===== src/include/pib_consts.svh =====
/*
 * Register offsets, field masks, bit positions and reset values of the
 * peripheral interrupt enable bank.
 * Assumes inclusion by bare name from the package and the design file.
 */
`ifndef PIB_CONSTS_SVH
`define PIB_CONSTS_SVH

// byte addresses on the register bus
`define PIB_OFS_ENABLE_1 8'h00
`define PIB_OFS_ENABLE_2 8'h04
`define PIB_OFS_ENABLE_3 8'h08
`define PIB_OFS_FLAGS_1 8'h0c
`define PIB_OFS_FLAGS_2 8'h10
`define PIB_OFS_FLAGS_3 8'h14
`define PIB_OFS_CORE_CTRL 8'h18

// implemented bit positions of each enable/flag pair
`define PIB_MASK_1 8'hff
`define PIB_MASK_2 8'hf9
`define PIB_MASK_3 8'h3a
// comparator two sits at bit 6 of the second pair
`define PIB_BIT_CMP_TWO 6

// core control fields
`define PIB_BIT_GLOBAL_EN 7
`define PIB_BIT_PERIPH_EN 6
`define PIB_MASK_CORE 8'hc0

`define PIB_RESET_BYTE 8'h00

// axi answers
`define PIB_RESP_OKAY 2'b00
`define PIB_RESP_SLVERR 2'b10

`endif


===== src/include/pib_pkg.sv =====
/*
 * Types shared by the peripheral interrupt enable bank.
 * Assumes pib_consts.svh on the include path.
 */
`include "pib_consts.svh"

package pib_pkg;

  // one byte per enable/flag register pair, pair 1 in the low byte
  typedef struct packed {
    logic [7:0] grp3;
    logic [7:0] grp2;
    logic [7:0] grp1;
  } pib_bank_t;

  // write request as held by the slave until both halves arrive
  typedef struct packed {
    logic [7:0] addr;
    logic [7:0] data;
    logic lane0;
  } pib_wreq_t;

endpackage


===== src/pib_irq_bank.sv =====
/*
 * Peripheral interrupt enable bank: three enable registers, three flag
 * registers and the core control byte, reached over AXI4-Lite, with the
 * peripheral and core interrupt requests as registered outputs.
 * Assumes event pulses come from logic on clk_in, so they are not
 * synchronised; one write and one read at most under way at a time.
 */
// How it works
// RULE_01: enable byte 1 bits 7..4: timer1 gate, adc done, serial rx, serial tx.
// RULE_02: enable byte 1 bits 3..0: sync serial, capcmp1, timer2 match, timer1 overflow.
// RULE_03: an enable bit of 1 passes its source, 0 blocks it.
// RULE_04: implemented enable bits are read/write and clear to zero on any reset.
// RULE_05: enable byte 2: osc fail 7, cmp two 6, cmp one 5, eeprom 4, collision 3, capcmp2 0.
// RULE_06: unimplemented positions ignore writes and read as zero.
// RULE_07: comparator two enable exists only on the larger device variant.
// RULE_08: enable byte 3: capcmp4 5, capcmp3 4, timer6 match 3, timer4 match 1.
// RULE_09: no peripheral source interrupts unless the peripheral group enable is set.
// RULE_10: flags set on their event regardless of any enable bit.
// RULE_11: software should clear a flag before enabling its source.
// RULE_12: global enable at core control bit 7 gates every interrupt; the code gates only core_irq_out with it, periph_irq_out ignores it.
// RULE_13: flags sit at the same bit positions as their enables.
// RULE_14: peripheral request is OR of flag AND enable, qualified by group enable.
`include "pib_consts.svh"

module pib_irq_bank #(
  parameter bit HAS_CMP_TWO = 1'b1
) (
  // clock and reset
  input wire logic clk_in,
  input wire logic resetn_in,
  // peripheral event pulses, one cycle each
  input wire pib_pkg::pib_bank_t event_in,
  // axi4-lite write address
  input wire logic awvalid_in,
  output logic awready_out,
  input wire logic [7:0] awaddr_in,
  input wire logic [2:0] awprot_in,
  // axi4-lite write data
  input wire logic wvalid_in,
  output logic wready_out,
  input wire logic [31:0] wdata_in,
  input wire logic [3:0] wstrb_in,
  // axi4-lite write response
  output logic bvalid_out,
  input wire logic bready_in,
  output logic [1:0] bresp_out,
  // axi4-lite read address
  input wire logic arvalid_in,
  output logic arready_out,
  input wire logic [7:0] araddr_in,
  input wire logic [2:0] arprot_in,
  // axi4-lite read data
  output logic rvalid_out,
  input wire logic rready_in,
  output logic [31:0] rdata_out,
  output logic [1:0] rresp_out,
  // requests toward the core
  output logic periph_irq_out,
  output logic core_irq_out
);
  import pib_pkg::*;

  localparam logic [7:0] MASK_2 =
    HAS_CMP_TWO ? `PIB_MASK_2 : (`PIB_MASK_2 & ~(8'h01 << `PIB_BIT_CMP_TWO)); // RULE_07
  localparam pib_bank_t MASK = '{grp3: `PIB_MASK_3, grp2: MASK_2, grp1: `PIB_MASK_1};

  pib_bank_t enable;
  pib_bank_t flags;
  logic [7:0] core_ctrl;

  pib_wreq_t wreq;
  logic aw_full;
  logic w_full;
  logic do_write;
  logic wr_hit;
  logic [7:0] wr_byte;
  logic [7:0] rd_byte;
  logic rd_hit;
  logic next_periph_irq;
  logic wr_lane;
  logic wr_flags_1;
  logic wr_flags_2;
  logic wr_flags_3;
  logic wr_core;
  logic [2:0] flag_sel;

  // one strobe per flag or control register, each a write that carries byte lane 0
  assign wr_lane = do_write && wreq.lane0;
  assign wr_flags_1 = wr_lane && (wreq.addr == `PIB_OFS_FLAGS_1);
  assign wr_flags_2 = wr_lane && (wreq.addr == `PIB_OFS_FLAGS_2);
  assign wr_flags_3 = wr_lane && (wreq.addr == `PIB_OFS_FLAGS_3);
  assign wr_core = wr_lane && (wreq.addr == `PIB_OFS_CORE_CTRL);
  assign flag_sel = {wr_flags_3, wr_flags_2, wr_flags_1};

  // the write happens once both halves are held and no response is pending
  assign do_write = aw_full && w_full && !bvalid_out;
  assign wr_byte = wreq.data;

  // write address channel
  always_ff @(posedge clk_in or negedge resetn_in) begin
    if (!resetn_in) begin
      awready_out <= 1'b0;
      aw_full <= 1'b0;
      wreq.addr <= 8'h00;
    end else if (awvalid_in && awready_out) begin
      wreq.addr <= awaddr_in;
      aw_full <= 1'b1;
      awready_out <= 1'b0;
    end else if (do_write) begin
      aw_full <= 1'b0;
    end else if (!aw_full && !bvalid_out) begin
      awready_out <= 1'b1;
    end
  end

  // write data channel; only byte lane 0 carries register bits
  always_ff @(posedge clk_in or negedge resetn_in) begin
    if (!resetn_in) begin
      wready_out <= 1'b0;
      w_full <= 1'b0;
      wreq.data <= 8'h00;
      wreq.lane0 <= 1'b0;
    end else if (wvalid_in && wready_out) begin
      wreq.data <= wdata_in[7:0];
      wreq.lane0 <= wstrb_in[0];
      w_full <= 1'b1;
      wready_out <= 1'b0;
    end else if (do_write) begin
      w_full <= 1'b0;
    end else if (!w_full && !bvalid_out) begin
      wready_out <= 1'b1;
    end
  end

  always_comb begin
    case (wreq.addr)
      `PIB_OFS_ENABLE_1, `PIB_OFS_ENABLE_2, `PIB_OFS_ENABLE_3,
      `PIB_OFS_FLAGS_1, `PIB_OFS_FLAGS_2, `PIB_OFS_FLAGS_3,
      `PIB_OFS_CORE_CTRL: wr_hit = 1'b1;
      default: wr_hit = 1'b0;
    endcase
  end

  // write response
  always_ff @(posedge clk_in or negedge resetn_in) begin
    if (!resetn_in) begin
      bvalid_out <= 1'b0;
      bresp_out <= `PIB_RESP_OKAY;
    end else if (do_write) begin
      bvalid_out <= 1'b1;
      bresp_out <= wr_hit ? `PIB_RESP_OKAY : `PIB_RESP_SLVERR;
    end else if (bvalid_out && bready_in) begin
      bvalid_out <= 1'b0;
    end
  end

  // enable registers: masked writes keep unimplemented bits at zero
  always_ff @(posedge clk_in or negedge resetn_in) begin
    if (!resetn_in) begin
      enable <= {3{`PIB_RESET_BYTE}}; // RULE_04
    end else if (do_write && wreq.lane0) begin
      case (wreq.addr)
        `PIB_OFS_ENABLE_1: enable.grp1 <= wr_byte & MASK.grp1; // RULE_01 RULE_02
        `PIB_OFS_ENABLE_2: enable.grp2 <= wr_byte & MASK.grp2; // RULE_05 RULE_06
        `PIB_OFS_ENABLE_3: enable.grp3 <= wr_byte & MASK.grp3; // RULE_08 RULE_06
        default: enable <= enable;
      endcase
    end
  end

  // flags: an event in the cycle of a clearing write still lands, so no
  // event is ever lost to a software clear racing it
  for (genvar g = 0; g < 3; g++) begin : g_flags
    always_ff @(posedge clk_in or negedge resetn_in) begin
      if (!resetn_in) begin
        flags[8*g +: 8] <= `PIB_RESET_BYTE;
      end else begin
        flags[8*g +: 8] <= ((flag_sel[g] ? wr_byte : flags[8*g +: 8]) |
          event_in[8*g +: 8]) & MASK[8*g +: 8]; // RULE_10 RULE_13
      end
    end
  end

  // core control byte: only the two gate bits are held here
  always_ff @(posedge clk_in or negedge resetn_in) begin
    if (!resetn_in) begin
      core_ctrl <= `PIB_RESET_BYTE;
    end else if (wr_core) begin
      core_ctrl <= wr_byte & `PIB_MASK_CORE;
    end
  end

  // read decode
  always_comb begin
    rd_hit = 1'b1;
    case (araddr_in)
      `PIB_OFS_ENABLE_1: rd_byte = enable.grp1;
      `PIB_OFS_ENABLE_2: rd_byte = enable.grp2;
      `PIB_OFS_ENABLE_3: rd_byte = enable.grp3;
      `PIB_OFS_FLAGS_1: rd_byte = flags.grp1;
      `PIB_OFS_FLAGS_2: rd_byte = flags.grp2;
      `PIB_OFS_FLAGS_3: rd_byte = flags.grp3;
      `PIB_OFS_CORE_CTRL: rd_byte = core_ctrl;
      default: begin
        rd_byte = 8'h00;
        rd_hit = 1'b0;
      end
    endcase
  end

  // read channels
  always_ff @(posedge clk_in or negedge resetn_in) begin
    if (!resetn_in) begin
      arready_out <= 1'b0;
      rvalid_out <= 1'b0;
      rdata_out <= 32'h0000_0000;
      rresp_out <= `PIB_RESP_OKAY;
    end else if (arvalid_in && arready_out) begin
      rdata_out <= {24'h00_0000, rd_byte}; // RULE_06
      rresp_out <= rd_hit ? `PIB_RESP_OKAY : `PIB_RESP_SLVERR;
      rvalid_out <= 1'b1;
      arready_out <= 1'b0;
    end else if (rvalid_out && rready_in) begin
      rvalid_out <= 1'b0;
    end else if (!rvalid_out) begin
      arready_out <= 1'b1;
    end
  end

  // request toward the core; a flag never interrupts past a clear enable
  assign next_periph_irq = core_ctrl[`PIB_BIT_PERIPH_EN] && |(flags & enable); // RULE_03 RULE_09 RULE_14

  always_ff @(posedge clk_in or negedge resetn_in) begin
    if (!resetn_in) begin
      periph_irq_out <= 1'b0;
      core_irq_out <= 1'b0;
    end else begin
      periph_irq_out <= next_periph_irq;
      core_irq_out <= next_periph_irq && core_ctrl[`PIB_BIT_GLOBAL_EN]; // RULE_12
    end
  end

endmodule


===== config.mk =====
export PLATFORM = sky130hd
export DESIGN_NAME = pib_irq_bank
export DESIGN_NICKNAME = d
export VERILOG_FILES = /design/src/include/pib_pkg.sv /design/src/pib_irq_bank.sv
export VERILOG_INCLUDE_DIRS = /design/src /design/src/include
export SDC_FILE = /design/constraint.sdc
export NUM_CORES = 1
export LEC_CHECK = 0
export BUFFER_PORTS_ARGS = -buffer_cell sky130_fd_sc_hd__buf_4
export CORE_MARGIN = 8
export CORE_UTILIZATION = 45
export DETAILED_ROUTE_END_ITERATION = 16
export HOLD_SLACK_MARGIN = 0.03
export PLACE_DENSITY_LB_ADDON = 0.1
export SYNTH_ARGS = -nofsm -noshare
export SYNTH_HDL_FRONTEND = slang
export SYNTH_SLANG_ARGS = --single-unit

===== constraint.sdc =====
create_clock -name clk_in -period 2.5 [get_ports clk_in]
set_clock_uncertainty 0.2 [all_clocks]
set_input_delay 0.5 -clock clk_in [delete_from_list [all_inputs] [get_ports clk_in]]
set_output_delay 0.5 -clock clk_in [all_outputs]
set_load 0.02 [all_outputs]

==> results.toml, run 1 <==
[status]
status = "finished clean"

[die]
rows = 32
die-area_um2 = 11000
die_h_um = 105
core-area_um2 = 7690
initial_core_util_pct = 46.3
dieWidth_um = 105
io_pins = 132

[yosys]
syn_inst = 306
synth_area_um2 = 3560
ys_top_cells_by_area = "dfrtp_1, mux2_2, mux2i_1"
synth-seq-cells = 74
synthArstFlopShare_pct = 100
synth_common_cells = "dfrtp_1, nor2_1, mux2_2"
yosysSeqAreaShare_pct = 52.0
yosysMostFrequentCell = "dfrtp_1"
yosys.area.top_type_share_pct = 52.0
ys_types = 41
avgSynthCellArea_um2 = 11.6
synth_top_area_cell = "dfrtp_1"
yosysWarnings = 0
synth_ff_type = "dfrtp_1"
synth-edff-count = 0

[setup_path]
crit_path_cell_trace = "or4_4 -> or3_4 -> buf_4 -> nor4b_4 -> buf_4 -> mux2i_1"
crit_top_cell = "buf_4"
worstReg2RegStart = "wreq[9]$_DFFE_PN0P_"
ff2ff_setup_slack_ns = 0.12
crit_slowest_cell = "or4_4"
cp_max_fo = 6
reg2reg_depth = 6
cp-start-kind = "flop"
crit_path_max_incr_delay_ns = 0.55
worstSetupPathType = "flop to flop"
cp_data_arrival_time_ns = 2.45
cp.required_ns = 2.57
cp-end-kind = "flop"
rr_endpoint = "flags[12]$_DFF_PN0_"

[sta]
setup_tns_ns = 0
worst_pin_slew_ns = 0.529
rsz0062_at_grt = "no"
hold_violations = 0
fmax_mhz = 421
setup_violations = 0
finalCritPeriodShare_pct = 95.1
period_needed_ns = 2.38
maxSlewHeadroom_pct = 64.7
final-max-slew-violation-count = 0

[clocking]
clock_path_buffers = 2
cts_tree = "built"
cts.sinks = 74
clk-insertion-delay-late_ns = 0.35
h-tree-depth = 3
cts.clk_slew.worst_paths_ns = 0.08
root_buffer = "clkbuf_8"
numCtsBuffers = 9

[grt]
gr-usage-all-layers_pct = 14.7
grt_max_degree = 44
antenna_found_initial = 0
gr-total-overflow = 0
grt_pass1_vias = 2613
grt_pass1_wl_mm = 13.2

[power]
p_comb_share_pct = 25.0
p_leak_nw = 1.98
clock_power_share_pct = 24.7
power_density_nw_per_um2 = 783
intPower_mw = 2.27
ir_worst_vdd_v = 0.000454
switching_share_pct = 33.3
p_sw_mw = 1.13
power_frac_seq_pct = 50.3

[worst_hold_path]
worstHoldEndpoint = "bvalid_out$_DFFE_PN0P_"
min_from = "bready_in"
holdPathStages = 2
hold_path_class = "input pin to flop"

[layout]
antenna_cells = 0
post-route-util_pct = 56.5
fillCellCount = 692
syn_to_final_growth_pct = 21.8
final_nets = 472
drive_gt1_share_pct = 35.6

[detailed_routing]
first_iter_violations = 98
vias = 2507
routed_wirelength_mm = 7.77
avgRoutedWirePerCell_um = 15.9
ant_nets = 0
drc = 0
via_per_inst = 5.12
first_pass_iters = 4

[placed_design]
dpl.hpwl_mm = 5.87
portBuffers = 66
gp_congestion = 0.780

[flow_run]
maxCapViolCount = 0
what timing repair did:
| action | 4_1_cts | 5_1_grt |
|---|---|---|
| setup endpoints to repair | 0 | 10 |
| resized for setup | 0 | 3 |
| hold endpoints to repair | 31 | 0 |
| hold buffers | 1 | 0 |
| setup buffers | 0 | 0 |
kinds of logic after synthesis:
group | share of synthesized area [%]
other cells | 0.105
compound gates | 9.06
flops | 52.0
buf+inv | 7.10
mux | 20.8
simple gates | 10.9
worst max-delay path: cells and delay by family, from the launching register on:
family | cells | cell delay, ns
and+or+nand+nor | 3 | 1.13
buffers and inverters | 2 | 0.38
muxes | 1 | 0.20
DFF | 1 | 0.38
layout make-up:
class / instances / area (um2) / share of cell area [%]
multi-input combinational: 216 / 1570 / 36.1
clock inverter: 6 / 41.3 / 0.951
tap: 102 / 128 / 2.94
inverter: 6 / 22.5 / 0.519
clock buffer: 10 / 138 / 3.17
sequential: 74 / 1850 / 42.7
timing repair buffer: 76 / 593 / 13.7
power groups by stage:
stage	clock, mW	sequential (mW)	combinational (mW)
6_report	0.840	1.71	0.848
5_1_grt	0.910	1.76	0.942
4_1_cts	0.865	1.71	0.856
3_5_place_dp	0	1.73	0.850
3_3_place_gp	0	1.72	0.829
2_1_floorplan	0	1.69	0.590
per-layer routing:
metal  vias up  track usage, %  part of all wire (%)
li1       1206               -                     -
met1      1203            19.0                    45
met5         -               0                     0
met3        12            5.04                   7.1
met2        86            22.1                    46
met4         0            6.01                   1.7
layout by cell type, fill, tap and decap left out, types with 2 or more instances in the layout:
cell type | netlist | routed
dfrtp_1 | 74 | 74
buf_4 | 26 | 72
nor2_1 | 44 | 44
mux2_2 | 39 | 39
conb_1 | 1 | 26
mux2i_1 | 25 | 25
nand2_1 | 10 | 10
clkbuf_8 | 0 | 10
a22o_1 | 8 | 8
o21ai_0 | 8 | 8
inv_1 | 6 | 6
a21oi_1 | 6 | 6
a22oi_1 | 5 | 5
a221oi_1 | 4 | 4
nor2b_1 | 3 | 3
nand3_1 | 3 | 3
and3_1 | 3 | 3
o21a_1 | 3 | 3
o22ai_1 | 3 | 3
clkinvlp_4 | 0 | 3
or4_4 | 2 | 2
nor4b_4 | 1 | 2
nand2b_1 | 2 | 2
mux2_4 | 2 | 2
nand4_1 | 2 | 2
a32o_1 | 2 | 2
clkinv_2 | 0 | 2
buf_6 | 0 | 2
sequential cells by signal (all words and copies together), names as in the netlist, 2 cells and up:
signal / flops
enable: 18
wr_byte: 8
wreq: 9
rdata_out: 8
core_ctrl: 2
flags: 18
stage by stage:
step / cell area, um2 / worst slack (ns) / std cells / total power [mW] / hold WS (ns)
5_1_grt: 4340 / 0.000198 / 490 / 3.61 / 0.131
2_1_floorplan: 3660 / 0.0828 / 331 / 2.28 / 0.00441
4_1_cts: 4320 / 0.0482 / 490 / 3.43 / 0.105
6_report: 4340 / 0.124 / 490 / 3.40 / 0.121
3_5_place_dp: 4140 / 0.0581 / 473 / 2.58 / 0.269
3_3_place_gp: 4140 / 0.0687 / 473 / 2.55 / 0.261
worst max path at each step:
stage / start / endpoint / cells after the start
2_1_floorplan: wreq[9]$_DFFE_PN0P_ / core_ctrl[6]$_DFFE_PN0P_ / 4
5_1_grt: wreq[9]$_DFFE_PN0P_ / flags[13]$_DFF_PN0_ / 6
3_3_place_gp: wreq[9]$_DFFE_PN0P_ / core_ctrl[7]$_DFFE_PN0P_ / 4
6_report: wreq[9]$_DFFE_PN0P_ / flags[12]$_DFF_PN0_ / 6
3_5_place_dp: wreq[9]$_DFFE_PN0P_ / core_ctrl[6]$_DFFE_PN0P_ / 4
4_1_cts: wreq[9]$_DFFE_PN0P_ / flags[3]$_DFF_PN0_ / 6
Note: power is estimated with default switching activity, not from simulation.
==> run 2: changes to the inputs <==
CORE_ASPECT_RATIO = 1.75   (was unset)
==> results.toml, run 2 (synthesis gave the netlist of run 1 again) <==
[die]
dieWidth_um = 83.3
io_pins = 132
core-area_um2 = 7800
rows = 43
die-area_um2 = 11100
die_h_um = 134
initial_core_util_pct = 45.7

[grt]
gr-usage-all-layers_pct = 15.5
antenna_found_initial = 0
grt_max_degree = 42
grt_pass1_wl_mm = 13.8
gr-total-overflow = 0
grt_pass1_vias = 2750

[detailed_routing]
avgRoutedWirePerCell_um = 17.0
drc = 0
routed_wirelength_mm = 8.14
ant_nets = 0
first_iter_violations = 75
vias = 2526
via_per_inst = 5.27
first_pass_iters = 4

[clocking]
cts_setup_buffers = 0
clk-insertion-delay-late_ns = 0.33
cts.sinks = 74
clock_path_buffers = 2
root_buffer = "clkbuf_16"
cts.clk_slew.worst_paths_ns = 0.06
h-tree-depth = 3
cts_tree = "built"
numCtsBuffers = 9

[status]
status = "finished clean"

[setup_path]
cp_max_fo = 3
reg2reg_depth = 4
worstSetupPathType = "flop to flop"
cp.required_ns = 2.51
cp-start-kind = "flop"
cp-end-kind = "flop"
cp_data_arrival_time_ns = 2.46

[layout]
final_nets = 473
post-route-util_pct = 57.1
multi_input_area_um2 = 1570
reg.largest.list = "enable x18, flags x18, wreq x9"
seqCellArea_um2 = 1850
fillCellCount = 695
drive_gt1_share_pct = 35.7
antenna_cells = 0
syn_to_final_growth_pct = 25.1
mostFrequentLayoutCells = "dfrtp_1, buf_4, nor2_1, mux2_2, conb_1"
fin_area_um2 = 4460

[sta]
hold_violations = 0
setup_slack_ns = 0.0528
final-max-slew-violation-count = 0
setup_tns_ns = 0
worst_pin_slew_ns = 0.564
hold_ws_ns = 0.144
rsz0062_at_grt = "no"
maxSlewHeadroom_pct = 62.3
setup_violations = 0
fmax_mhz = 409
period_needed_ns = 2.45
finalCritPeriodShare_pct = 97.9

[worst_hold_path]
hold_path_class = "input pin to flop"
holdPathStages = 2

[placed_design]
pre_cts_ws_ns = 0.00485
post_dp_cell_area_um2 = 4130
portBuffers = 66
gp_congestion = 0.834
dpl.hpwl_mm = 6.20

[power]
power_density_nw_per_um2 = 868
p_leak_nw = 2.05
ir_worst_vdd_v = 0.000512

[flow_run]
maxCapViolCount = 0
run 2: cell count changes in the layout (fill, tap and decap cells not counted):
cell	change
bufinv_16	+1
clkinv_2	+1
inv_6	-1
clkbuf_8	-8
clkbuf_16	+9
clkinvlp_4	-2
buf_4	+2
buf_6	-1
run 2: final timing paths:
kind	start	to	slack, ns
max	wreq[16]$_DFFE_PN0P_	core_ctrl[6]$_DFFE_PN0P_	0.05
min	bready_in	bvalid_out$_DFFE_PN0P_	0.14
max reg2reg	wreq[16]$_DFFE_PN0P_	core_ctrl[6]$_DFFE_PN0P_	0.05
min reg2reg	rdata_out[2]$_DFFE_PN0P_	rdata_out[2]$_DFFE_PN0P_	0.28
max in group asynchronous	resetn_in	enable[20]$_DFFE_PN0P_	1.04
min in group asynchronous	resetn_in	wready_out$_DFFE_PN0P_	0.49
run 2: critical path, stage by stage, from the launching register on:
cell	delay [ns]
dfrtp_1	0.37
or4_4	0.55
or3_4	0.38
or4_4	0.51
mux2_4	0.31
run 2: timing repair:
item,in CTS,in global routing
setup endpoints to repair,4,9
hold buffers,1,0
endpoints found under the hold margin,40,0
pin swaps,0,2
gates resized for setup,1,1
cloned,0,0
run 2: per-stage QoR:
stage | power [mW] | std cells
2_1_floorplan | 2.28 | 331
6_report | 3.87 | 479
4_1_cts | 3.92 | 479
3_3_place_gp | 2.58 | 462
5_1_grt | 4.11 | 479
3_5_place_dp | 2.61 | 462
run 2: report_power, final:
group	internal, mW	switching [mW]	total [mW]
combinational	0.456	0.416	0.873
clock	0.820	0.462	1.28
sequential	1.44	0.269	1.71
total	2.72	1.15	3.87
run 2: final cells by class:
type	count	area share, %
clock buffers	11	5.67
multi-input cells	216	35.2
flip-flops and latches	74	41.6
repair buffers	77	13.4
clock inverters	5	1.18
inverters	6	0.505
well taps	90	2.53
run 2: layer usage:
layer	vias to the layer above	track usage (%)	routed length (um)
met5	-	0	0
met4	0	9.53	221
met2	81	25.4	4160
li1	1202	-	-
met1	1229	17.1	3240
met3	14	4.46	516
